==> config.mk <==
export PLATFORM = sky130hd
export DESIGN_NAME = gos_regs
export DESIGN_NICKNAME = d
export VERILOG_FILES = /design/src/logic/gos_pkg.sv /design/src/logic/gos_regs.sv
export SDC_FILE = /design/constraint.sdc
export NUM_CORES = 1
export LEC_CHECK = 0
export ABC_CLOCK_PERIOD_IN_PS = 4300
export BUFFER_PORTS_ARGS = -buffer_cell sky130_fd_sc_hd__buf_2
export CAP_MARGIN = 15
export CORE_ASPECT_RATIO = 0.8
export CORE_UTILIZATION = 25
export DETAILED_ROUTE_END_ITERATION = 16
export PLACE_DENSITY = 0.46
export SETUP_SLACK_MARGIN = 0.2
export SLEW_MARGIN = 5
export SYNTH_ARGS = -nofsm -noshare
export SYNTH_HDL_FRONTEND = slang
export SYNTH_SLANG_ARGS = --single-unit
==> constraint.sdc <==
create_clock -name sys_clk_i -period 4.3 [get_ports sys_clk_i]
set_input_delay 0.43 -clock sys_clk_i [delete_from_list [all_inputs] [get_ports sys_clk_i]]
set_output_delay 0.43 -clock sys_clk_i [all_outputs]
set_load 0.005 [all_outputs]
==> src/logic/gos_pkg.sv <==
// gos_pkg: register map, reset values and encodings of the gyro bias / self-test bank
package gos_pkg;
    localparam int unsigned ADDR_W = 8;
    localparam int unsigned DATA_W = 8;
    localparam int unsigned AXES   = 3;

    // register offsets
    localparam logic [7:0] GYRO_X_SELFTEST_CODE_OFS  = 8'h00;
    localparam logic [7:0] GYRO_Y_SELFTEST_CODE_OFS  = 8'h01;
    localparam logic [7:0] GYRO_Z_SELFTEST_CODE_OFS  = 8'h02;
    localparam logic [7:0] ACCEL_X_SELFTEST_CODE_OFS = 8'h0D;
    localparam logic [7:0] ACCEL_Y_SELFTEST_CODE_OFS = 8'h0E;
    localparam logic [7:0] ACCEL_Z_SELFTEST_CODE_OFS = 8'h0F;
    localparam logic [7:0] GYRO_X_BIAS_HIGH_OFS      = 8'h13;
    localparam logic [7:0] GYRO_X_BIAS_LOW_OFS       = 8'h14;
    localparam logic [7:0] GYRO_Y_BIAS_HIGH_OFS      = 8'h15;
    localparam logic [7:0] GYRO_Y_BIAS_LOW_OFS       = 8'h16;
    localparam logic [7:0] GYRO_Z_BIAS_HIGH_OFS      = 8'h17;
    localparam logic [7:0] GYRO_Z_BIAS_LOW_OFS       = 8'h18;
    localparam logic [7:0] POWER_CTRL_OFS            = 8'h6B;

    // field positions
    localparam int unsigned POWER_SLEEP_BIT = 6;
    localparam int unsigned BIAS_HIGH_MSB   = 15;
    localparam int unsigned BIAS_HIGH_LSB   = 8;

    // reset values
    localparam logic [7:0] BIAS_RST        = 8'h00;
    localparam logic [7:0] POWER_CTRL_RST  = 8'h40;
    localparam logic [7:0] UNMAPPED_READ   = 8'h00;

    // saturation limits of a 16-bit signed sample
    localparam logic signed [15:0] SAMPLE_MAX = 16'sh7FFF;
    localparam logic signed [15:0] SAMPLE_MIN = -16'sh8000;

    typedef enum logic [1:0] {
        GOS_PWR_SLEEP  = 2'b01,
        GOS_PWR_ACTIVE = 2'b10
    } gos_pwr_state_t;
endpackage

==> src/logic/gos_regs.sv <==
// gos_regs: self-test code registers, gyro user bias registers and bias adder
`timescale 1ns/10ps
`default_nettype none

// How it works
// - after reset the block sleeps until software clears the sleep bit.
// - three 8-bit gyro self-test code registers sit at offsets 00 to 02.
// - three 8-bit accel self-test code registers sit at offsets 0D to 0F.
// - bias high bytes hold bits 15..8 at offsets 13, 15 and 17.
// - bias low bytes hold bits 7..0 at offsets 14 and 16.
// - z-axis bias low byte sits at offset 18.
// - each assembled 16-bit bias is signed two's complement.
// - each gyro sample has its axis bias added before reaching the output.
// - bias registers reset to zero; self-test codes reload factory values.
module gos_regs
    import gos_pkg::*;
#(
    parameter logic [7:0] GYRO_X_FACTORY_CODE  = 8'h5A,
    parameter logic [7:0] GYRO_Y_FACTORY_CODE  = 8'h5B,
    parameter logic [7:0] GYRO_Z_FACTORY_CODE  = 8'h5C,
    parameter logic [7:0] ACCEL_X_FACTORY_CODE = 8'h4A,
    parameter logic [7:0] ACCEL_Y_FACTORY_CODE = 8'h4B,
    parameter logic [7:0] ACCEL_Z_FACTORY_CODE = 8'h4C,
    parameter int unsigned SAMPLE_W            = 16
)
(
    // clock and reset
    input  wire logic                 sys_clk_i,
    input  wire logic                 sys_rst_i,
    // register port
    input  wire logic [ADDR_W-1:0]    reg_addr_i,
    input  wire logic [DATA_W-1:0]    reg_wdata_i,
    input  wire logic                 reg_wr_i,
    input  wire logic                 reg_rd_i,
    output logic      [DATA_W-1:0]    reg_rdata_o,
    // raw gyro samples, one strobe for all three axes
    input  wire logic                 raw_valid_i,
    input  wire logic [SAMPLE_W-1:0]  raw_x_i,
    input  wire logic [SAMPLE_W-1:0]  raw_y_i,
    input  wire logic [SAMPLE_W-1:0]  raw_z_i,
    // corrected gyro outputs
    output logic                      gyro_valid_o,
    output logic      [SAMPLE_W-1:0]  gyro_x_o,
    output logic      [SAMPLE_W-1:0]  gyro_y_o,
    output logic      [SAMPLE_W-1:0]  gyro_z_o,
    // power state
    output logic                      sleep_o
);

    // the adder and its clamp limits are built for 16-bit samples only
    if (SAMPLE_W != 16)
    begin : g_bad_width
        $error("gos_regs: SAMPLE_W must be 16");
    end

    logic [7:0]           gyro_code_ff  [AXES];
    logic [7:0]           accel_code_ff [AXES];
    logic [7:0]           bias_high_ff  [AXES];
    logic [7:0]           bias_low_ff   [AXES];
    logic [7:0]           power_ctrl_ff;
    gos_pwr_state_t       pwr_state_ff;
    logic [DATA_W-1:0]    rdata_ff;
    logic                 gyro_valid_ff;
    logic [SAMPLE_W-1:0]  gyro_out_ff   [AXES];
    logic [SAMPLE_W-1:0]  raw_sample    [AXES];
    logic [SAMPLE_W-1:0]  nxt_gyro_out  [AXES];

    assign raw_sample[0] = raw_x_i;
    assign raw_sample[1] = raw_y_i;
    assign raw_sample[2] = raw_z_i;

    // widen by one bit, add, clamp back to 16 bits
    function automatic logic [15:0] sat_add(input logic [15:0] raw, input logic [15:0] bias);
        logic signed [16:0] sum;
        sum = 17'(signed'(raw)) + 17'(signed'(bias));
        if (sum > 17'(SAMPLE_MAX))
            sat_add = SAMPLE_MAX;
        else if (sum < 17'(SAMPLE_MIN))
            sat_add = SAMPLE_MIN;
        else
            sat_add = sum[15:0];
    endfunction

    function automatic logic [7:0] factory_code(input int unsigned kind, input int unsigned ax);
        logic [7:0] g [AXES];
        logic [7:0] a [AXES];
        g[0] = GYRO_X_FACTORY_CODE;
        g[1] = GYRO_Y_FACTORY_CODE;
        g[2] = GYRO_Z_FACTORY_CODE;
        a[0] = ACCEL_X_FACTORY_CODE;
        a[1] = ACCEL_Y_FACTORY_CODE;
        a[2] = ACCEL_Z_FACTORY_CODE;
        factory_code = (kind == 0) ? g[ax] : a[ax];
    endfunction

    // per-axis register storage and bias path
    for (genvar ax = 0; ax < AXES; ax++)
    begin : g_axis
        localparam logic [7:0] GCODE_OFS = GYRO_X_SELFTEST_CODE_OFS + 8'(ax);
        localparam logic [7:0] ACODE_OFS = ACCEL_X_SELFTEST_CODE_OFS + 8'(ax);
        localparam logic [7:0] HIGH_OFS  = GYRO_X_BIAS_HIGH_OFS + 8'(2 * ax);
        localparam logic [7:0] LOW_OFS   = GYRO_X_BIAS_LOW_OFS + 8'(2 * ax);

        // codes are writable but come back to factory values at reset
        always_ff @(posedge sys_clk_i)
        begin
            if (sys_rst_i)
            begin
                gyro_code_ff[ax]  <= factory_code(0, ax);
                accel_code_ff[ax] <= factory_code(1, ax);
            end
            else if (reg_wr_i)
            begin
                if (reg_addr_i == GCODE_OFS)
                    gyro_code_ff[ax] <= reg_wdata_i;
                if (reg_addr_i == ACODE_OFS)
                    accel_code_ff[ax] <= reg_wdata_i;
            end
        end

        always_ff @(posedge sys_clk_i)
        begin
            if (sys_rst_i)
            begin
                bias_high_ff[ax] <= BIAS_RST;
                bias_low_ff[ax]  <= BIAS_RST;
            end
            else if (reg_wr_i)
            begin
                if (reg_addr_i == HIGH_OFS)
                    bias_high_ff[ax] <= reg_wdata_i;
                if (reg_addr_i == LOW_OFS)
                    bias_low_ff[ax] <= reg_wdata_i;
            end
        end

        assign nxt_gyro_out[ax] = sat_add(raw_sample[ax],
                                          {bias_high_ff[ax], bias_low_ff[ax]});

        // a sleeping block does not sample
        always_ff @(posedge sys_clk_i)
        begin
            if (sys_rst_i)
                gyro_out_ff[ax] <= 16'h0000;
            else if (raw_valid_i && pwr_state_ff == GOS_PWR_ACTIVE)
                gyro_out_ff[ax] <= nxt_gyro_out[ax];
        end
    end

    // power configuration
    always_ff @(posedge sys_clk_i)
    begin
        if (sys_rst_i)
            power_ctrl_ff <= POWER_CTRL_RST;
        else if (reg_wr_i && reg_addr_i == POWER_CTRL_OFS)
            power_ctrl_ff <= reg_wdata_i;
    end

    always_ff @(posedge sys_clk_i)
    begin
        if (sys_rst_i)
            pwr_state_ff <= GOS_PWR_SLEEP;
        else
        begin
            case (pwr_state_ff)
                GOS_PWR_SLEEP:
                    if (!power_ctrl_ff[POWER_SLEEP_BIT])
                        pwr_state_ff <= GOS_PWR_ACTIVE;
                GOS_PWR_ACTIVE:
                    if (power_ctrl_ff[POWER_SLEEP_BIT])
                        pwr_state_ff <= GOS_PWR_SLEEP;
                default:
                    pwr_state_ff <= GOS_PWR_SLEEP;
            endcase
        end
    end

    always_ff @(posedge sys_clk_i)
    begin
        if (sys_rst_i)
            gyro_valid_ff <= 1'b0;
        else
            gyro_valid_ff <= raw_valid_i && pwr_state_ff == GOS_PWR_ACTIVE;
    end

    // read mux; unmapped offsets read zero
    always_ff @(posedge sys_clk_i)
    begin
        if (sys_rst_i)
            rdata_ff <= UNMAPPED_READ;
        else if (reg_rd_i)
        begin
            if (reg_addr_i == GYRO_X_SELFTEST_CODE_OFS)
                rdata_ff <= gyro_code_ff[0];
            else if (reg_addr_i == GYRO_Y_SELFTEST_CODE_OFS)
                rdata_ff <= gyro_code_ff[1];
            else if (reg_addr_i == GYRO_Z_SELFTEST_CODE_OFS)
                rdata_ff <= gyro_code_ff[2];
            else if (reg_addr_i == ACCEL_X_SELFTEST_CODE_OFS)
                rdata_ff <= accel_code_ff[0];
            else if (reg_addr_i == ACCEL_Y_SELFTEST_CODE_OFS)
                rdata_ff <= accel_code_ff[1];
            else if (reg_addr_i == ACCEL_Z_SELFTEST_CODE_OFS)
                rdata_ff <= accel_code_ff[2];
            else if (reg_addr_i == GYRO_X_BIAS_HIGH_OFS)
                rdata_ff <= bias_high_ff[0];
            else if (reg_addr_i == GYRO_X_BIAS_LOW_OFS)
                rdata_ff <= bias_low_ff[0];
            else if (reg_addr_i == GYRO_Y_BIAS_HIGH_OFS)
                rdata_ff <= bias_high_ff[1];
            else if (reg_addr_i == GYRO_Y_BIAS_LOW_OFS)
                rdata_ff <= bias_low_ff[1];
            else if (reg_addr_i == GYRO_Z_BIAS_HIGH_OFS)
                rdata_ff <= bias_high_ff[2];
            else if (reg_addr_i == GYRO_Z_BIAS_LOW_OFS)
                rdata_ff <= bias_low_ff[2];
            else if (reg_addr_i == POWER_CTRL_OFS)
                rdata_ff <= power_ctrl_ff;
            else
                rdata_ff <= UNMAPPED_READ;
        end
        else
            rdata_ff <= UNMAPPED_READ;
    end

    assign reg_rdata_o  = rdata_ff;
    assign gyro_valid_o = gyro_valid_ff;
    assign gyro_x_o     = gyro_out_ff[0];
    assign gyro_y_o     = gyro_out_ff[1];
    assign gyro_z_o     = gyro_out_ff[2];
    assign sleep_o      = (pwr_state_ff == GOS_PWR_SLEEP);
endmodule

`default_nettype wire

==> metrics.yaml, run 1 <==
cts:
  cts_sinks: 163
  cts_resized: 0
  clk_latency_ns: 0.45
  post-cts-setup-buffers: 0
  cts_tree: "done"
  cts_buffers: 17
  cts_hold_buf: 0
  root_buffer: "clkbuf_16"
  clk_pin_slew_ns: 0.08
  ctsLongestPathBuffers: 2
  cts_max_level: 4
sta:
  slew_viol_final: 0
  clock-skew-final_ns: 0.0207
  finalCriticalPeriod_ns: 3.27
  finalSetupTns_ns: 0
  fmax_mhz: 306
  max_slew_margin: 0.253
  fin_crit_sh: 0.759
  setup_viol: 0
  grt_setup_unrepaired: "no"
  timing.final.ws_setup_ns: 1.03
  worst_pin_slew_ns: 1.12
  hold_violations: 0
power:
  power_density_mw_per_mm2: 355
  vdd_drop_max_mv: 0.200
  p_leak_nw: 4.44
setup_path:
  cp_max_fo: 12
  worstSetupPathType: "register to register"
  worstSetupStartpoint: "bias_low_ff[1][0]$_SDFFCE_PN0P_"
  start_kind: "register"
  reg2reg_setup_slack_ns: 1.03
  required_ns: 4.61
  reg2reg_from: "bias_low_ff[1][0]$_SDFFCE_PN0P_"
  end_kind: "register"
  worstPathArrival_ns: 3.58
global_route:
  grt-ovfl-total: 0
  grt_pass1_vias: 7064
  antenna_found_initial: 1
  grt_max_degree: 49
  grt_pass1_wl_mm: 44.4
  grt_usage: 0.157
logic_synthesis:
  ys_warn_count: 0
  synthesis.instances: 871
  ys_types: 76
  ys_seq_area_frac: 0.499
  synth_enable_flop_cells: 144
  synthArstFlopShare: 0
  netlist_area_sq_mm: 0.00944
  synth_top_family_by_area: "compound AO/OA/AOI/OAI gates"
  yosys.area_share.adder: 0.0700
  synth_top_flop_cell: "edfxtp_1"
  synth_compound_area_frac: 0.190
  syn_nets: 991
  synthSimpleGateAreaFrac: 0.165
  synth-seq-cells: 163
  synth-xor-area-share: 0.0260
  muxShareOfSynthArea: 0.0182
  avgSynthCellArea_sq_um: 10.8
routing:
  top_layer: "met4"
  dr.pass1.iters: 5
  vias: 7354
  ant_nets: 0
  wire_per_inst_microns: 20.1
  wirelength_mm: 29.7
  vias_per_cell: 4.98
  remaining_drc_errors: 0
  wl_met2_mm: 13.0
  met1_length_mm: 14.8
  drt_iter0_drc: 612
  wl_met3_mm: 1.62
placed_design:
  postPlaceCellArea_sq_mm: 0.0106
  gp_congestion: 0.830
  dp_hpwl_mm: 21.5
  port_buffers: 126
  dp_slack_ns: 0.999
cells_and_area:
  nets: 1094
  syn2layout_area_growth_pct: 17.9
  final_area_sq_mm: 0.0111
  final_layout_size_suffix_gt1_frac: 0.210
die:
  rows: 63
  core-area_sq_mm: 0.0371
  die_height_microns: 176
  num_io_pins: 127
  dieArea_sq_mm: 0.0385
  die_w_microns: 219
  start_util: 0.254
hold_path:
  hp-start: "sys_rst_i"
  hold_class: "primary input to register"
job:
  drv_cap: 0
run_status:
  status: "complete, no violations"
-- cells in the final DEF, fill, tap and decap left out, types with 5 or more instances in the layout --
cell	count
nand3_1	20
a211oi_1	6
buf_2	126
nand2b_1	13
nand2_1	36
a221o_1	6
ha_1	48
and2_1	46
a22o_1	5
a221oi_1	11
o21a_1	14
and3_1	38
a21o_1	26
a21oi_1	53
o22ai_1	8
nor2b_1	14
edfxtp_1	144
a31oi_1	6
inv_1	20
buf_4	13
mux2_2	5
o21ai_0	61
xnor2_1	11
dfxtp_1	19
clkbuf_16	17
inv_6	5
nor4_1	6
nor2_1	42
xor2_1	17
or3_1	25
a22oi_1	10
nor3_1	11
a31o_2	9
mux2i_1	7
o2bb2ai_1	5
-- cells in the mapped netlist, types with 17 or more instances --
cell | instances | share of area
clkbuf_1 | 43 | 0.017
inv_1 | 20 | 0.0080
xor2_1 | 17 | 0.016
and3_1 | 38 | 0.025
or3_1 | 25 | 0.017
a21o_1 | 26 | 0.021
nor2_1 | 42 | 0.017
dfxtp_1 | 19 | 0.040
nand2_1 | 36 | 0.014
edfxtp_1 | 144 | 0.46
a21oi_1 | 53 | 0.028
ha_1 | 48 | 0.064
and2_1 | 46 | 0.031
nand3_1 | 20 | 0.011
o21ai_0 | 61 | 0.032
-- cell families (layout without fill, tap and decap cells) --
| family | after synthesis | count (layout) |
|---|---|---|
| flops | 163 | 163 |
| fa+ha+maj | 51 | 51 |
| buf+inv | 75 | 191 |
| mux | 14 | 14 |
| other cells | 0 | 2 |
| simple gates | 277 | 277 |
| compound gates | 263 | 263 |
| xor+xnor | 28 | 28 |
-- metal layers --
layer  track usage  up-vias
met5             0        -
met4        0.0385        0
met3        0.0315       17
met2         0.232      206
met1         0.231     3591
li1              -     3540
-- cell type report --
| type | instances | area [sq um] |
|---|---|---|
| inverter | 20 | 75.1 |
| timing repair buffer | 139 | 728 |
| fill | 3828 | 26000 |
| multi-input combinational | 633 | 4430 |
| clock inverter | 14 | 144 |
| antenna | 2 | 5.00 |
| tap | 487 | 609 |
| sequential | 163 | 4700 |
| clock buffer | 18 | 429 |
-- per-stage QoR --
step | std cells | power [W] | hold WS (ns) | utilization
after floorplan | 871 | 0.00222 | 0.436 | -
after CTS | 1474 | 0.00399 | 0.293 | 0.300
after detailed placement | 1442 | 0.00243 | 0.446 | 0.284
after global placement | 1442 | 0.00243 | 0.441 | 0.284
after global routing | 1474 | 0.00412 | 0.321 | 0.300
final | 1476 | 0.00395 | 0.296 | 0.300
-- flip-flops by register name, summed over array words and instances (netlist names) --
register / count
pwr_state_ff: 2
accel_code_ff: 24
gyro_code_ff: 24
reg_rdata_o: 8
gyro_valid_o: 1
bias_low_ff: 24
gyro_out_ff: 48
power_ctrl_ff: 8
bias_high_ff: 24
-- power by group --
part	leakage [nW]	internal (W)	switching [W]
clock network	0.280	0.000818	0.000738
registers	1.57	0.00178	0.0000375
logic	2.59	0.000228	0.000352
total	4.44	0.00283	0.00113
-- worst max-delay path, cell delays in order, from the launching register on --
cell and delay (ns):
edfxtp_1 0.39, ha_1 0.19, inv_1 0.05, fa_1 0.38, nand2b_1 0.19, a21oi_1 0.32, o2111ai_1 0.23, a211oi_1 0.30
a211oi_2 0.11, a211oi_2 0.77, a31o_2 0.20
-- path summary, 6_finish.rpt --
check                                                   endpoint  cells after the start
worst max-delay path            gyro_out_ff[1][14]$_SDFFCE_PN0P_                     10
worst min-delay path                pwr_state_ff[1]$_SDFFE_PP0P_                      3
worst max register to register  gyro_out_ff[1][14]$_SDFFCE_PN0P_                     10
worst min register to register     power_ctrl_ff[1]$_SDFFE_PP0P_                      2
No activity file was read; power rests on OpenSTA's default activity.
==> run 2, diff against run 1 <==
Settings changed: ABC_AREA set to 1, ABC_CLOCK_PERIOD_IN_PS 4300 to 3000, PLACE_DENSITY 0.46 to 0.47.
Clock period 4.3 ns to 3 ns, I/O delays scaled along.
==> run 2 against run 1 <==
  * Sequential power is 43% higher
  * Largest cell class unchanged
  * Critical path type unchanged
  * Design area up 3.0%
  * Hold slack worse by 0.22 ns
  * Routed wire length decreased by 1.9%
  * Critical path depth increased by 2
  * Non-clock buffer count is 4 higher
  * Clock power increased by 46%
  * First-iteration DRC count up 3.9%
  * Combinational power rose by 51%
  * Die area grew 2.1%
  * Sequential share of layout area shrank 1.2 points
  * Critical endpoint is now gyro_out_ff[0][10]$_SDFFCE_PN0P_
  * Count of clock-buffer cells in the layout grew 3
==> metrics.yaml, run 2 <==
global_route:
  grt_usage: 0.151
  grt-ovfl-total: 0
  antenna_found_initial: 4
  grtUsageMet3: 0.0331
  grt_pass1_wl_mm: 44.6
  grt_pass1_vias: 7599
  grt_max_degree: 49
  use_met1: 0.213
  grt_use_met2: 0.235
  gr-max-usage-layer: "met2"
sta:
  max_slew_margin: 0.242
  finalSetupTns_ns: 0
  finalCriticalPeriod_ns: 2.55
  slew_viol_final: 0
  fin_crit_sh: 0.849
  grt_setup_unrepaired: "no"
  worst_pin_slew_ns: 1.13
  hold_violations: 0
  fmax_mhz: 393
  clock-skew-final_ns: 0.0179
  setup_viol: 0
  whs_ns: 0.0760
power:
  p_leak_nw: 5.07
  vdd_drop_max_mv: 0.392
  power_density_mw_per_mm2: 502
die:
  rows: 63
  dieArea_sq_mm: 0.0393
  start_util: 0.257
  die_height_microns: 178
  core-area_sq_mm: 0.0375
  num_io_pins: 127
  die_w_microns: 221
cells_and_area:
  final_cell_mix: "nand2_1 (239), nor2_1 (144), edfxtp_1 (144)"
  top_register: "gyro_out_ff"
  largest_reg_flops: 48
  fill_cells: 4021
  layout_commonest_cell: "nand2_1"
  nets: 1353
  syn2layout_area_growth_pct: 18.9
  finish.utilization: 0.305
  final_layout_size_suffix_gt1_frac: 0.184
cts:
  root_buffer: "clkbuf_16"
  clk_latency_ns: 0.45
  cts_sinks: 163
  cts_buffers: 17
  cts_max_level: 4
  ctsLongestPathBuffers: 2
  cts_tree: "done"
  clk_pin_slew_ns: 0.07
placed_design:
  dp_hpwl_mm: 22.4
  gp_congestion: 0.885
  port_buffers: 126
setup_path:
  cpMaxStageDelayCell: "fa_1"
  crit_family: "simple AND/OR/NAND/NOR gates"
  crit_top_cell: "nand2_1"
  start_kind: "register"
  crit_chain: "ha_1 -> inv_1 -> fa_1 -> o31ai_2 -> nand2_1 -> nand2_1 -> nand3_1 -> nand2_1 -> nand2_1 -> nand2_2 -> nand3_2 -> nand2_1"
  worstPathArrival_ns: 2.83
  cp_max_fo: 12
  required_ns: 3.29
  max_stage_delay_ns: 0.43
  worstSetupPathType: "register to register"
  end_kind: "register"
  crit_buf_inv: 1
logic_synthesis:
  synth-seq-cells: 163
  netlist_top_cells_area: "edfxtp_1 (45%), nand2_1 (9.3%), ha_1 (6.2%)"
  netlist_area_sq_mm: 0.00964
  ys_warn_count: 0
  synth_top_flop_cell: "edfxtp_1"
  synth_area_leader_cell: "edfxtp_1"
  ys_types: 43
  avgSynthCellArea_sq_um: 8.78
  synth.top_cells.by_count: "nand2_1 (240), edfxtp_1 (144), nor2_1 (144), inv_1 (106), nand3_1 (78)"
  netlist.area_leader.share: 0.449
  ys_seq_area_frac: 0.488
  synth_enable_flop_cells: 144
  synthesis.instances: 1098
  syn_nets: 1218
  synth_most_common_cell: "nand2_1"
  synthArstFlopShare: 0
routing:
  vias_per_cell: 4.54
  remaining_drc_errors: 0
  wirelength_mm: 29.1
  dr.pass1.iters: 5
  ant_nets: 0
  wire_per_inst_microns: 16.8
  drt_iter0_drc: 636
  vias: 7890
run_status:
  status: "complete, no violations"
job:
  drv_cap: 0
hold_path:
  hold_class: "primary input to register"
-- run 2: cell types whose count changed after synthesis, moves of 25 or more --
cell,change
clkbuf_1,-27
nand3_1,+58
nor2_1,+102
and2_1,-45
or3_1,-25
inv_1,+86
and3_1,-38
nand2_1,+204
-- run 2: worst reg2reg max path, cell delays in order, from the launching register on --
cell	delay, ns
edfxtp_1	0.38
ha_1	0.15
inv_1	0.07
fa_1	0.43
o31ai_2	0.32
nand2_1	0.08
nand2_1	0.10
nand3_1	0.09
nand2_1	0.08
nand2_1	0.11
nand2_2	0.15
nand3_2	0.23
nand2_1	0.18
-- run 2: worst paths after layout --
| kind | from | endpoint | slack (ns) | cells past startpoint |
|---|---|---|---|---|
| worst max register to register | bias_low_ff[0][0]$_SDFFCE_PN0P_ | gyro_out_ff[0][10]$_SDFFCE_PN0P_ | 0.45 | 12 |
| worst min register to register | power_ctrl_ff[6]$_SDFFE_PP1P_ | power_ctrl_ff[6]$_SDFFE_PP1P_ | 0.51 | 2 |
| worst min-delay path | reg_wdata_i[6] | power_ctrl_ff[6]$_SDFFE_PP1P_ | 0.08 | 3 |
| worst max-delay path | bias_low_ff[0][0]$_SDFFCE_PN0P_ | gyro_out_ff[0][10]$_SDFFCE_PN0P_ | 0.45 | 12 |
-- run 2: final cells by class --
class,count,area [sq um],share of cell area
flip-flops and latches,163,4700,0.411
repair buffers,143,753,0.0657
well taps,487,609,0.0532
multi-input cells,788,4330,0.378
inverters,120,450,0.0393
clock buffers,21,460,0.0402
clock inverters,11,143,0.0124
diodes,3,7.51,0.000655
-- run 2: cells by family after synthesis --
| logic type | Yosys count | synth area share |
|---|---|---|
| compound gates | 143 | 0.0812 |
| xor+xnor | 40 | 0.0379 |
| fa+ha+maj | 51 | 0.0686 |
| flops | 163 | 0.488 |
| simple gates | 554 | 0.260 |
| buf+inv | 147 | 0.0640 |
-- run 2: power by group --
| group | leakage (nW) | internal (W) | switching [W] |
|---|---|---|---|
| logic | 3.21 | 0.000301 | 0.000573 |
| clock network | 0.286 | 0.00129 | 0.000985 |
| registers | 1.57 | 0.00255 | 0.0000489 |
| total | 5.07 | 0.00415 | 0.00161 |
-- run 2: metrics by stage --
step                      total power, W  instance area (sq um)  worst slack [ns]  cells
after floorplan                  0.00323                   9640             0.564   1098
after global placement           0.00352                  10800             0.393   1694
after detailed placement         0.00352                  10800             0.363   1694
after CTS                        0.00580                  11400             0.359   1726
after global routing             0.00601                  11500             0.262   1733
final                            0.00575                  11500             0.454   1736
-- run 2: layer usage --
metal  share of wire  wire, microns
met1            0.51          14700
met2            0.44          12900
met3           0.045           1310
met4          0.0070            204
met5         0.00027              8
-- run 2: what timing repair did --
item                                    in CTS  in global routing
resized for setup                            0                  1
hold buffers                                 0                  0
endpoints found under the setup margin       0                  9
hold endpoints to repair                     0                  0
setup buffers                                0                  0
==> run 3, diff against run 2 <==
Settings changed: ABC_CLOCK_PERIOD_IN_PS 3000 to 2400, PLACE_DENSITY 0.47 to 0.46.
Clock period 3 ns to 2.4 ns, I/O delays scaled along.
==> run 3 against run 2 <==
  * Global-route usage up 0.65 points
  * Fmax up 8.1%
  * Setup slack worse by 0.41 ns
  * Non-clock buffer count up 57
  * Critical path depth down 1
  * Critical endpoint is now gyro_out_ff[2][0]$_SDFFCE_PN0P_
  * Largest cell class is now multi-input gates
  * Highest routed layer is now met4
==> metrics.yaml, run 3 (synthesis gave the netlist of run 2 again) <==
run_status:
  status: "complete, no violations"
cts:
  clk_latency_ns: 0.45
  cts_buffers: 17
  cts_tree: "done"
  clk_pin_slew_ns: 0.08
  ctsLongestPathBuffers: 2
  cts_sinks: 163
  cts_max_level: 4
  cts_hold_buf: 0
  root_buffer: "clkbuf_16"
global_route:
  grt_max_degree: 49
  grt_pass1_vias: 7917
  grt_usage: 0.157
  grt-ovfl-total: 0
  grt_pass1_wl_mm: 46.6
  antenna_found_initial: 2
die:
  num_io_pins: 127
  rows: 63
  die_w_microns: 221
  core-area_sq_mm: 0.0375
  start_util: 0.257
  dieArea_sq_mm: 0.0393
  die_height_microns: 178
placed_design:
  port_buffers: 126
  gp_congestion: 0.851
  dp_hpwl_mm: 22.8
setup_path:
  r2r_cells: 11
  required_ns: 2.60
  reg2reg_setup_slack_ns: 0.04
  start_kind: "register"
  rr_endpoint: "gyro_out_ff[2][0]$_SDFFCE_PN0P_"
  reg2reg_from: "bias_low_ff[2][0]$_SDFFCE_PN0P_"
  end_kind: "register"
  worstPathArrival_ns: 2.55
  worstSetupPathType: "register to register"
  cp_max_fo: 7
cells_and_area:
  layout_commonest_cell: "nand2_1"
  final_layout_size_suffix_gt1_frac: 0.306
  syn2layout_area_growth_pct: 32.4
  top_register: "gyro_out_ff"
  nets: 1416
  finish.utilization: 0.340
  final_cell_mix: "nand2_1 (209), edfxtp_1 (144), nor2_1 (141)"
  largest_reg_flops: 48
routing:
  drt_iter0_drc: 568
  vias_per_cell: 4.61
  vias: 8277
  dr.pass1.iters: 5
  ant_nets: 0
  remaining_drc_errors: 0
  wire_per_inst_microns: 17.1
  wirelength_mm: 30.7
sta:
  whs_ns: 0.0721
  hold_violations: 0
  finalCriticalPeriod_ns: 2.36
  worst_pin_slew_ns: 0.783
  clock-skew-final_ns: 0.0184
  slew_viol_final: 0
  fin_crit_sh: 0.981
  grt_setup_unrepaired: "yes"
  setup_viol: 0
  max_slew_margin: 0.477
  fmax_mhz: 425
power:
  power_density_mw_per_mm2: 593
  p_leak_nw: 5.45
  vdd_drop_max_mv: 0.553
hold_path:
  holdPathStages: 3
  hp-start: "reg_wdata_i[6]"
  hold_class: "primary input to register"
  min_to: "power_ctrl_ff[6]$_SDFFE_PP1P_"
job:
  drv_cap: 0
-- run 3: cell types whose count changed in the layout (fill, tap and decap cells not counted), moves of 14 or more --
cell,previous run,this run
a21oi_2,0,18
ha_4,0,19
nand2_1,239,209
a21oi_1,71,53
buf_4,9,69
nand2_2,4,24
nand3_4,0,14
nand3_1,78,60
ha_1,48,26
-- run 3: critical path, stage by stage, from the launching register on --
cell and delay, ns:
edfxtp_1 0.39, ha_2 0.20, inv_2 0.04, fa_2 0.35, o21ai_2 0.17, nand4_1 0.09, nand2_1 0.10, nand4_1 0.17
nand3_4 0.22, nand3_4 0.17, nand2_2 0.14, nor2_1 0.06
-- run 3: worst max path at each step --
stage                                                from                               end  slack (ns)
after floorplan           bias_low_ff[0][0]$_SDFFCE_PN0P_   gyro_out_ff[0][4]$_SDFFCE_PN0P_        0.20
after global placement    bias_low_ff[2][0]$_SDFFCE_PN0P_  gyro_out_ff[2][12]$_SDFFCE_PN0P_       -0.05
after detailed placement  bias_low_ff[2][0]$_SDFFCE_PN0P_  gyro_out_ff[2][12]$_SDFFCE_PN0P_       -0.09
after CTS                 bias_low_ff[2][0]$_SDFFCE_PN0P_  gyro_out_ff[2][15]$_SDFFCE_PN0P_        0.16
after global routing      bias_low_ff[1][0]$_SDFFCE_PN0P_   gyro_out_ff[1][9]$_SDFFCE_PN0P_       -0.05
final                     bias_low_ff[2][0]$_SDFFCE_PN0P_   gyro_out_ff[2][0]$_SDFFCE_PN0P_        0.04
-- run 3: timing repair --
item,in CTS,in global routing
resized for setup,80,68
pin swaps,21,33
setup endpoints to repair,46,48
setup buffers,17,11
cloned,6,0
-- run 3: cell type report --
type	count	area, sq um
Fill cell	3910	24800
Multi-Input combinational cell	794	5160
Sequential cell	163	4700
Timing Repair Buffer	200	1220
Tap cell	487	609
Inverter	120	450
Clock buffer	17	425
Clock inverter	15	179
Antenna cell	1	2.50
-- run 3: stage by stage --
step	cell area (sq um)	total power, W	cells	setup TNS [ns]	worst slack, ns
final	12800	0.00757	1797	0	0.0450
after floorplan	9640	0.00404	1098	0	0.201
after CTS	12300	0.00749	1785	0	0.160
after global placement	11100	0.00447	1730	-0.226	-0.0467
after detailed placement	11100	0.00446	1730	-0.926	-0.0900
after global routing	12800	0.00787	1797	-0.518	-0.0502
-- run 3: layer usage --
| metal | vias up | part of all wire | routed length, microns | global-route usage |
|---|---|---|---|---|
| li1 | 4129 | - | - | - |
| met1 | 3913 | 0.51 | 15700 | 0.230 |
| met2 | 218 | 0.43 | 13200 | 0.237 |
| met3 | 17 | 0.050 | 1520 | 0.0318 |
| met4 | 0 | 0.0098 | 302 | 0.0327 |
| met5 | - | 0 | 0 | 0 |
-- run 3: where the power goes --
part	internal, W	total (W)	switching, W
registers	0.00319	0.00325	0.0000619
clock network	0.00141	0.00280	0.00139
logic	0.000597	0.00152	0.000923
